==> config.mk <==
export PLATFORM = sky130hd
export DESIGN_NAME = eccr_top
export DESIGN_NICKNAME = d
export VERILOG_FILES = /design/src/eccr_pkg.sv /design/src/eccr_top.sv
export VERILOG_INCLUDE_DIRS = /design/src
export SDC_FILE = /design/constraint.sdc
export NUM_CORES = 1
export LEC_CHECK = 0
export ABC_CLOCK_PERIOD_IN_PS = 2050
export CORE_UTILIZATION = 35
export DETAILED_ROUTE_END_ITERATION = 12
export DONT_BUFFER_PORTS = 1
export GPL_ROUTABILITY_DRIVEN = 0
export HOLD_SLACK_MARGIN = 0.02
export PLACE_DENSITY = 0.58
export SYNTH_ARGS = -nofsm -noshare
export SYNTH_HDL_FRONTEND = slang
export SYNTH_SLANG_ARGS = --single-unit
==> constraint.sdc <==
create_clock -name clk_sys -period 2.05 [get_ports clk_sys]
set_input_delay 0.41 -clock clk_sys [delete_from_list [all_inputs] [get_ports clk_sys]]
set_output_delay 0.41 -clock clk_sys [all_outputs]
set_load 0.05 [all_outputs]
==> src/eccr_params.svh <==
// Constants for the core clock and reset control block.
// What this block does
// - Frequency select picks 12, 16 or 24MHz.
// - PLL clock gate zero stops derived clock.
// - PLL power-off stops PLL and internal clocks.
// - Wait 100us for PLL after power-on.
// - Ring oscillator enable reads actual running state.
// - Sleep clears ring enable, wake sets it.
// - Source select: one PLL clock, zero ring.
// - Wake from sleep clears source select.
// - Reset delay counts machine cycles before pin release.
// - Either power-on reset restores register defaults, except the ring enable bit, which only the standby reset restores.
// - Standby power-up starts ring, waits, then fetches.
// - Standby reset held 20ms after supply good.
// - External clock usable only with main supply.
// - Ring oscillator keeps core clocked without main supply.
// - Supply-good fall starts ring, switches, raises interrupt.
`ifndef ECCR_PARAMS_SVH
`define ECCR_PARAMS_SVH
`define ECCR_ADDR_CLK_CTRL    16'h7F27
`define ECCR_ADDR_RST_COUNT   16'h7F2F
`define ECCR_RST_CLK_CTRL     8'h10
`define ECCR_RST_RST_COUNT    8'h00
`define ECCR_BIT_GATE         0
`define ECCR_BIT_PLL_OFF      1
`define ECCR_BIT_RING_ON      4
`define ECCR_BIT_SRC_SEL      5
`define ECCR_FSEL_LSB         6
`define ECCR_FREQ_12          2'h0
`define ECCR_FREQ_16          2'h1
`define ECCR_FREQ_24          2'h2
`define ECCR_CLK_MHZ          10
`define ECCR_PLL_SETTLE_US    100
`define ECCR_PLL_SETTLE_CYC   ((`ECCR_PLL_SETTLE_US * `ECCR_CLK_MHZ))
`define ECCR_POR_STRETCH_MS   20
`define ECCR_POR_STRETCH_CYC  (`ECCR_POR_STRETCH_MS * 1000 * `ECCR_CLK_MHZ)
`define ECCR_MAIN_WAIT_MS     1
`define ECCR_MAIN_WAIT_CYC    (`ECCR_MAIN_WAIT_MS * 1000 * `ECCR_CLK_MHZ)
`define ECCR_RING_SETTLE_CYC  16
`endif

==> src/eccr_pkg.sv <==
// Types shared by the core clock and reset control block.
package eccr_pkg;
    typedef struct packed {
        logic [1:0] freq_sel;
        logic       src_pll;
        logic       ring_on;
        logic       pll_off;
        logic       gate;
    } eccr_clk_ctrl_t;

    typedef struct packed {
        logic       en;
        logic       wr;
        logic [15:0] addr;
        logic [7:0] wdata;
    } eccr_bus_req_t;

    typedef enum logic [1:0] {
        ECCR_ST_POR,
        ECCR_ST_RING_WAIT,
        ECCR_ST_RUN
    } eccr_boot_t;
endpackage : eccr_pkg

==> src/eccr_top.sv <==
// Core clock selection, PLL control, start-up and reset-out release.
`timescale 1ns/10ps
`include "eccr_params.svh"
module eccr_top #(
    parameter int POR_STRETCH_CYC = `ECCR_POR_STRETCH_CYC,
    parameter int MAIN_WAIT_CYC   = `ECCR_MAIN_WAIT_CYC,
    parameter int PLL_SETTLE_CYC  = `ECCR_PLL_SETTLE_CYC
) (
    input  wire logic                   clk_sys,
    input  wire logic                   resetn,
    input  wire logic                   main_resetn,
    input  wire eccr_pkg::eccr_bus_req_t bus_req,
    output logic [7:0]                  bus_rdata,
    input  wire logic                   standby_supply_good,
    input  wire logic                   system_supply_good,
    input  wire logic                   core_sleep,
    input  wire logic                   core_wake,
    input  wire logic                   machine_cycle,
    input  wire logic                   internal_reset_out_bit,
    output logic                        reset_out_pin_n,
    output logic                        core_run,
    output logic                        ring_osc_run,
    output logic                        pll_run,
    output logic                        pll_stable,
    output logic                        pll_derived_clock_en,
    output logic                        core_on_pll,
    output logic [1:0]                  core_freq_select,
    output logic                        main_regs_ready,
    output logic                        power_fail_irq
);
    // ****************************************************************
    // Pin synchronisers
    // ****************************************************************
    logic [2:0] sync1_r;
    logic [2:0] sync2_r;
    logic       sb_good;
    logic       sys_good;
    logic       main_rst_ok;
    logic       sys_good_d_r;

    always_ff @(posedge clk_sys or negedge resetn) begin
        if (!resetn) begin
            sync1_r <= 3'h0;
            sync2_r <= 3'h0;
        end else begin
            sync1_r <= {main_resetn, system_supply_good, standby_supply_good};
            sync2_r <= sync1_r;
        end
    end
    assign sb_good     = sync2_r[0];
    assign sys_good    = sync2_r[1];
    assign main_rst_ok = sync2_r[2];

    always_ff @(posedge clk_sys or negedge resetn) begin
        if (!resetn) begin
            sys_good_d_r <= 1'b0;
        end else begin
            sys_good_d_r <= sys_good;
        end
    end

    // A fall of the supply-good pin is seen only after both flops, so the
    // interrupt trails the pin by three edges; a glitch that spans no rising edge is missed.
    wire power_fail = sys_good_d_r && !sys_good;

    // ****************************************************************
    // Standby power-on reset stretch and start-up
    // ****************************************************************
    eccr_pkg::eccr_boot_t boot_r;
    logic [31:0]          boot_cnt_r;

    // Counting starts only once the standby supply-good pin is high, so a
    // slow supply ramp cannot shorten the stretch seen by the flash.
    always_ff @(posedge clk_sys or negedge resetn) begin
        if (!resetn) begin
            boot_r     <= eccr_pkg::ECCR_ST_POR;
            boot_cnt_r <= 32'h0;
        end else begin
            case (boot_r)
                eccr_pkg::ECCR_ST_POR: begin
                    if (!sb_good) begin
                        boot_cnt_r <= 32'h0;
                    end else if (boot_cnt_r == 32'(POR_STRETCH_CYC - 1)) begin
                        boot_cnt_r <= 32'h0;
                        boot_r     <= eccr_pkg::ECCR_ST_RING_WAIT;
                    end else begin
                        boot_cnt_r <= boot_cnt_r + 32'h1;
                    end
                end
                eccr_pkg::ECCR_ST_RING_WAIT: begin
                    if (boot_cnt_r == 32'(`ECCR_RING_SETTLE_CYC - 1)) begin
                        boot_r <= eccr_pkg::ECCR_ST_RUN;
                    end else begin
                        boot_cnt_r <= boot_cnt_r + 32'h1;
                    end
                end
                eccr_pkg::ECCR_ST_RUN: begin
                    boot_r <= eccr_pkg::ECCR_ST_RUN;
                end
                default: begin
                    boot_r <= eccr_pkg::ECCR_ST_POR;
                end
            endcase
        end
    end

    // Core fetches from address zero when released out of reset.
    always_ff @(posedge clk_sys or negedge resetn) begin
        if (!resetn) begin
            core_run <= 1'b0;
        end else begin
            core_run <= (boot_r == eccr_pkg::ECCR_ST_RUN);
        end
    end

    // ****************************************************************
    // Main-plane readiness window
    // ****************************************************************
    logic [31:0] main_cnt_r;

    // Firmware polls this before touching main-plane-cleared registers.
    always_ff @(posedge clk_sys or negedge resetn) begin
        if (!resetn) begin
            main_cnt_r      <= 32'h0;
            main_regs_ready <= 1'b0;
        end else if (!(sys_good && main_rst_ok)) begin
            main_cnt_r      <= 32'h0;
            main_regs_ready <= 1'b0;
        end else if (main_cnt_r == 32'(MAIN_WAIT_CYC - 1)) begin
            main_regs_ready <= 1'b1;
        end else begin
            main_cnt_r <= main_cnt_r + 32'h1;
        end
    end

    // ****************************************************************
    // Register file
    // ****************************************************************
    eccr_pkg::eccr_clk_ctrl_t ctrl_r;
    logic [3:0]               rel_cycles_r;
    logic                     ring_on_r;

    // Both reset paths load one named pattern, so the standby and main
    // plane resets cannot drift apart. Bits 3:2 are not stored at all.
    localparam logic [7:0] CTRL_DEFAULT  = `ECCR_RST_CLK_CTRL;
    localparam logic [7:0] COUNT_DEFAULT = `ECCR_RST_RST_COUNT;
    localparam eccr_pkg::eccr_clk_ctrl_t CTRL_RESET = eccr_pkg::eccr_clk_ctrl_t'({
        CTRL_DEFAULT[`ECCR_FSEL_LSB +: 2], CTRL_DEFAULT[`ECCR_BIT_SRC_SEL],
        CTRL_DEFAULT[`ECCR_BIT_RING_ON], CTRL_DEFAULT[`ECCR_BIT_PLL_OFF],
        CTRL_DEFAULT[`ECCR_BIT_GATE]});
    wire wr_ctrl  = bus_req.en && bus_req.wr && (bus_req.addr == `ECCR_ADDR_CLK_CTRL);
    wire wr_count = bus_req.en && bus_req.wr && (bus_req.addr == `ECCR_ADDR_RST_COUNT);

    // Both power-on resets restore the control register defaults, except ring_on_r, which only resetn restores.
    always_ff @(posedge clk_sys or negedge resetn) begin
        if (!resetn) begin
            ctrl_r <= CTRL_RESET;
        end else if (!main_rst_ok) begin
            ctrl_r <= CTRL_RESET;
        end else begin
            if (wr_ctrl) begin
                ctrl_r.freq_sel <= bus_req.wdata[`ECCR_FSEL_LSB +: 2];
                ctrl_r.src_pll  <= bus_req.wdata[`ECCR_BIT_SRC_SEL];
                ctrl_r.pll_off  <= bus_req.wdata[`ECCR_BIT_PLL_OFF];
                ctrl_r.gate     <= bus_req.wdata[`ECCR_BIT_GATE];
            end
            // Hardware events win over a firmware write in the same cycle.
            if (power_fail || core_wake) begin
                ctrl_r.src_pll <= 1'b0;
            end
        end
    end

    always_ff @(posedge clk_sys or negedge resetn) begin
        if (!resetn) begin
            rel_cycles_r <= COUNT_DEFAULT[3:0];
        end else if (!main_rst_ok) begin
            rel_cycles_r <= COUNT_DEFAULT[3:0];
        end else if (wr_count) begin
            rel_cycles_r <= bus_req.wdata[3:0];
        end
    end

    // The ring oscillator bit mirrors the running oscillator, not a latch.
    always_ff @(posedge clk_sys or negedge resetn) begin
        if (!resetn) begin
            ring_on_r <= CTRL_DEFAULT[`ECCR_BIT_RING_ON];
        end else if (power_fail || core_wake) begin
            ring_on_r <= 1'b1;
        end else if (core_sleep) begin
            ring_on_r <= 1'b0;
        end else if (wr_ctrl) begin
            ring_on_r <= bus_req.wdata[`ECCR_BIT_RING_ON];
        end
    end

    // Reads have no side effects, so firmware may poll either register freely.
    always_ff @(posedge clk_sys or negedge resetn) begin
        if (!resetn) begin
            bus_rdata <= 8'h00;
        end else if (bus_req.en && !bus_req.wr) begin
            case (bus_req.addr)
                `ECCR_ADDR_CLK_CTRL:
                    bus_rdata <= {ctrl_r.freq_sel, ctrl_r.src_pll, ring_on_r, 2'h0,
                                  ctrl_r.pll_off, ctrl_r.gate};
                `ECCR_ADDR_RST_COUNT: bus_rdata <= {4'h0, rel_cycles_r};
                default:              bus_rdata <= 8'h00;
            endcase
        end
    end

    // ****************************************************************
    // PLL power and settle timer
    // ****************************************************************
    logic [31:0] pll_cnt_r;
    // The PLL reference exists only while the main plane is powered.
    wire pll_on = !ctrl_r.pll_off && sys_good;

    // Losing the main supply restarts the settle count from zero.
    always_ff @(posedge clk_sys or negedge resetn) begin
        if (!resetn) begin
            pll_cnt_r  <= 32'h0;
            pll_stable <= 1'b0;
        end else if (!pll_on) begin
            pll_cnt_r  <= 32'h0;
            pll_stable <= 1'b0;
        end else if (pll_cnt_r == 32'(PLL_SETTLE_CYC - 1)) begin
            pll_stable <= 1'b1;
        end else begin
            pll_cnt_r <= pll_cnt_r + 32'h1;
        end
    end

    // ****************************************************************
    // Glitch-free source switch
    // ****************************************************************
    // Each side's enable drops before the other rises, so the core never
    // sees two clocks or a clipped phase during a change of source.
    logic pll_sel_r;
    logic ring_sel_r;
    wire  want_pll = ctrl_r.src_pll && pll_stable && ctrl_r.gate;

    always_ff @(posedge clk_sys or negedge resetn) begin
        if (!resetn) begin
            pll_sel_r  <= 1'b0;
            ring_sel_r <= 1'b0;
        end else begin
            pll_sel_r  <= want_pll && !ring_sel_r;
            ring_sel_r <= !want_pll && !pll_sel_r && ring_on_r;
        end
    end

    // The clock-status outputs other than pll_stable, and the interrupt, are registered here, one edge behind their source.
    always_ff @(posedge clk_sys or negedge resetn) begin
        if (!resetn) begin
            pll_run              <= 1'b0;
            pll_derived_clock_en <= 1'b0;
            ring_osc_run         <= 1'b0;
            core_on_pll          <= 1'b0;
            core_freq_select     <= `ECCR_FREQ_12;
            power_fail_irq       <= 1'b0;
        end else begin
            pll_run              <= pll_on;
            pll_derived_clock_en <= pll_stable && ctrl_r.gate;
            ring_osc_run         <= ring_on_r;
            core_on_pll          <= pll_sel_r;
            core_freq_select     <= ctrl_r.freq_sel;
            power_fail_irq       <= power_fail;
        end
    end

    // ****************************************************************
    // Reset-out release counter
    // ****************************************************************
    logic [3:0] rel_cnt_r;
    logic       iro_d_r;
    logic       rel_busy_r;

    // A count of zero releases the pin at the first edge that sees the bit
    // clear; machine-cycle pulses that arrive while idle are ignored.
    always_ff @(posedge clk_sys or negedge resetn) begin
        if (!resetn) begin
            iro_d_r         <= 1'b1;
            rel_busy_r      <= 1'b0;
            rel_cnt_r       <= 4'h0;
            reset_out_pin_n <= 1'b0;
        end else begin
            iro_d_r <= internal_reset_out_bit;
            if (internal_reset_out_bit) begin
                rel_busy_r      <= 1'b0;
                reset_out_pin_n <= 1'b0;
            end else if (iro_d_r) begin
                rel_cnt_r       <= rel_cycles_r;
                rel_busy_r      <= (rel_cycles_r != 4'h0);
                reset_out_pin_n <= (rel_cycles_r == 4'h0);
            end else if (rel_busy_r && machine_cycle) begin
                rel_cnt_r <= rel_cnt_r - 4'h1;
                if (rel_cnt_r == 4'h1) begin
                    rel_busy_r      <= 1'b0;
                    reset_out_pin_n <= 1'b1;
                end
            end
        end
    end
endmodule : eccr_top

==> run metrics <==
run status complete, but fails checks; failing checks hold timing; Reg2Reg Depth 7; share of post-route cells with drive strength above 1 0.178; Worst-Skew Late Latency 0.42 ns; Initial Util 0.361; Syn. warnings 0; fmax 496 MHz; Core ar. 0.0197 mm^2; Layout fillers 1,956; Row Count 51; Clock Pin Slew Worst Setup and Hold Paths 0.06 ns; met3 usage 0.0397; Yosys reg bits 142; Leak Pwr 3.47 nW; Netlist Area Pre-Place 0.00709 mm^2; WS Path Type flip-flop to flip-flop; leading area contributor after synthesis dfrtp_1; worst hold margin -0.316 ns; Synth area leaders dfrtp_1, xnor2_1, nor2_1; CTS buffer count 17; CP Launch Point boot_cnt_r[16]; n_diodes 0; Relative slew margins 0.614; total gr overflow 0; Post-Synthesis Cells 721; busiest metal layer after global routing met2; via count 5,409; final WL 14,800 um; Slew @ Worst Pin 0.572 ns; CP endpoint kind flip-flop; DPL Wire Length 9980 um; Setup crit start kind flip-flop; CTS Hold Buffers Added 4; fin crit share 0.983; # setup viols final 0; critical path data arrival time 2.31 ns; CTS root buf clkbuf_16; Post-DP Area 0.00770 mm^2; CP required 2.34 ns; R2R setup slack 0.04 ns; total power 6.09 mW; Internal 4.77 mW; initial antenna violation count 0; Vias/cell 5.13; post-synthesis sequential area ratio 0.501; reg-to-reg endpoint boot_cnt_r[15]; reg2reg start boot_cnt_r[16]; fin cells 1,055; first-pass GRT wire length 25,600 um; synth unique cells 52; syn avg cell area 9.84 um^2; final slew viol count 0; max-cap violations 0; Switching Fraction 0.217; Post-synth EDFFs 0; PwrDens 722 mW/mm^2; post-synth top area share 0.494; Clock Skew 0.00735 ns; Routed WL per cell 14.0 um; Initial DRT Pass Iterations 4; number of global-route vias before repair 5,368; CTS sink count 142; Switch Pwr 1.32 mW; Synth async-reset ratio 1.00; predominant post-synthesis flop cell dfrtp_1; Inst Count DP 1,010; Die Area 0.0208 mm^2; Multi-input gate area 0.00335 mm^2; # DRC 0; combinational power share 0.032; Net count, final 821; final instance area 0.00844 mm^2; Tmin final 2.01 ns; met1 GRT Util 0.205; htree depth 4; met2 Use GR 0.243; area grow syn2layout 19.0%; initial drt markers 249; Reg power frac 0.476; CTS tree done; RSZ-0062 raised after global routing yes; # IOs 54; global-route usage over all layers 0.155; Final Hold Fails 142; largest net degree at the start of global routing 143; Min-Delay Path Class input port to async pin; Routed Antenna Nets 0; clk buf depth 2; Sequential Area 0.00356 mm^2; peak supply drop 0.424 mV; Buffers on Ports 0; maximum net fanout on the critical path 8; Die W 144 um; Die H 144 um; synthesized net count 764; Clock power frac 0.492
Yosys cell counts (16+ instances only):
cell / instances
nor4_1: 33
inv_1: 27
nand2_1: 51
nor2_1: 79
nor3_1: 22
nor2_2: 17
and3_1: 17
nand4_1: 32
o21ai_0: 25
a21oi_1: 16
clkbuf_1: 20
xor2_1: 23
nand3_1: 37
dfrtp_1: 140
xnor2_1: 42
stage by stage:
stage	TNS [ns]	util	setup WS, ns
after floorplan	0	-	0.0436
after global placement	0	0.392	0.0276
after detailed placement	-0.103	0.392	-0.0109
after CTS	0	0.429	0.00250
after global routing	-0.821	0.429	-0.0548
final	0	0.429	0.0352
worst max-delay path: stages (launching register included):
cell and delay, ns:
dfrtp_1 0.35, nand4_1 0.15, or4_4 0.54, o31a_1 0.33, nor3_4 0.18, buf_6 0.16, buf_16 0.14, a21oi_2 0.03
cells in the final DEF (no fill, tap or decap), drive strengths merged, types with 2 or more instances in the layout:
cell type    count
or2              2
nor3            26
a21oi           29
a31oi            3
nor4            36
xnor2           42
o21ai           27
nand3           38
nand2b           4
clkinvlp         3
a31o             2
a41o             3
ha               8
nand4           32
mux2i           14
bufinv           2
clkinv           5
buf             59
a21o             2
dfrtp          140
or4              8
or3             15
dfstp            2
inv             28
dlygate4sd3      4
nand2           51
nor2b           10
xor2            23
a22o             5
and2             4
o31ai           14
clkbuf          20
and3            17
and4             6
nor2            96
per-layer routing:
metal,vias to the layer above,wire (um)
met5,-,0
met4,0,284
met3,22,681
met2,92,6590
met1,2615,7190
li1,2680,-
what timing repair did:
item | 4_1_cts | 5_1_grt
gates cloned | 1 | 0
resized for setup | 7 | 4
pin swaps | 6 | 9
hold endpoints to repair | 146 | 142
buffers inserted | 9 | 1
endpoints found under the setup margin | 30 | 34
cell type report:
| class | instances | share of cell area |
|---|---|---|
| Sequential cell | 142 | 0.421 |
| Timing Repair Buffer | 63 | 0.0624 |
| Clock buffer | 20 | 0.0541 |
| Clock inverter | 11 | 0.0138 |
| Multi-Input combinational cell | 527 | 0.397 |
| Tap cell | 265 | 0.0393 |
| Inverter | 27 | 0.0120 |
registers in the layout, indices dropped and copies added, names as in the netlist, 2 cells and up:
register	cells
bus_rdata	8
boot_r	2
ctrl_r	5
rel_cycles_r	4
boot_cnt_r	32
sync1_r	3
sync2_r	3
core_freq_select	2
rel_cnt_r	4
pll_cnt_r	32
main_cnt_r	32
how the worst max path moves through the flow:
stage,to,slack [ns],cells after the start
6_report,boot_cnt_r[15],0.04,7
5_1_grt,boot_r[1],-0.05,5
4_1_cts,boot_cnt_r[21],0.002,7
3_5_place_dp,boot_cnt_r[28],-0.01,7
3_3_place_gp,boot_r[1],0.03,5
2_1_floorplan,boot_cnt_r[23],0.04,7
kinds of logic (layout without fill, tap and decap cells):
| group | count (synthesis) | count (layout) | synth area share |
|---|---|---|---|
| XOR/XNOR | 65 | 65 | 0.0803 |
| AND/OR/NAND/NOR | 350 | 350 | 0.267 |
| flip-flops | 142 | 142 | 0.501 |
| adder cells (fa/ha/maj) | 8 | 8 | 0.0141 |
| multiplexers | 15 | 15 | 0.0213 |
| buffers and inverters | 52 | 121 | 0.0310 |
| AO/OA/AOI/OAI | 89 | 89 | 0.0854 |
power groups by stage:
stage	Clock, mW	Combinational (mW)	Sequential, mW
detailed placement	0	0.175	2.95
global route	3.22	0.216	2.91
finish	3.00	0.193	2.90
CTS	3.08	0.199	2.90
floorplan	0	0.136	2.94
global placement	0	0.174	2.95
Note: power is estimated with default switching activity, not from simulation.
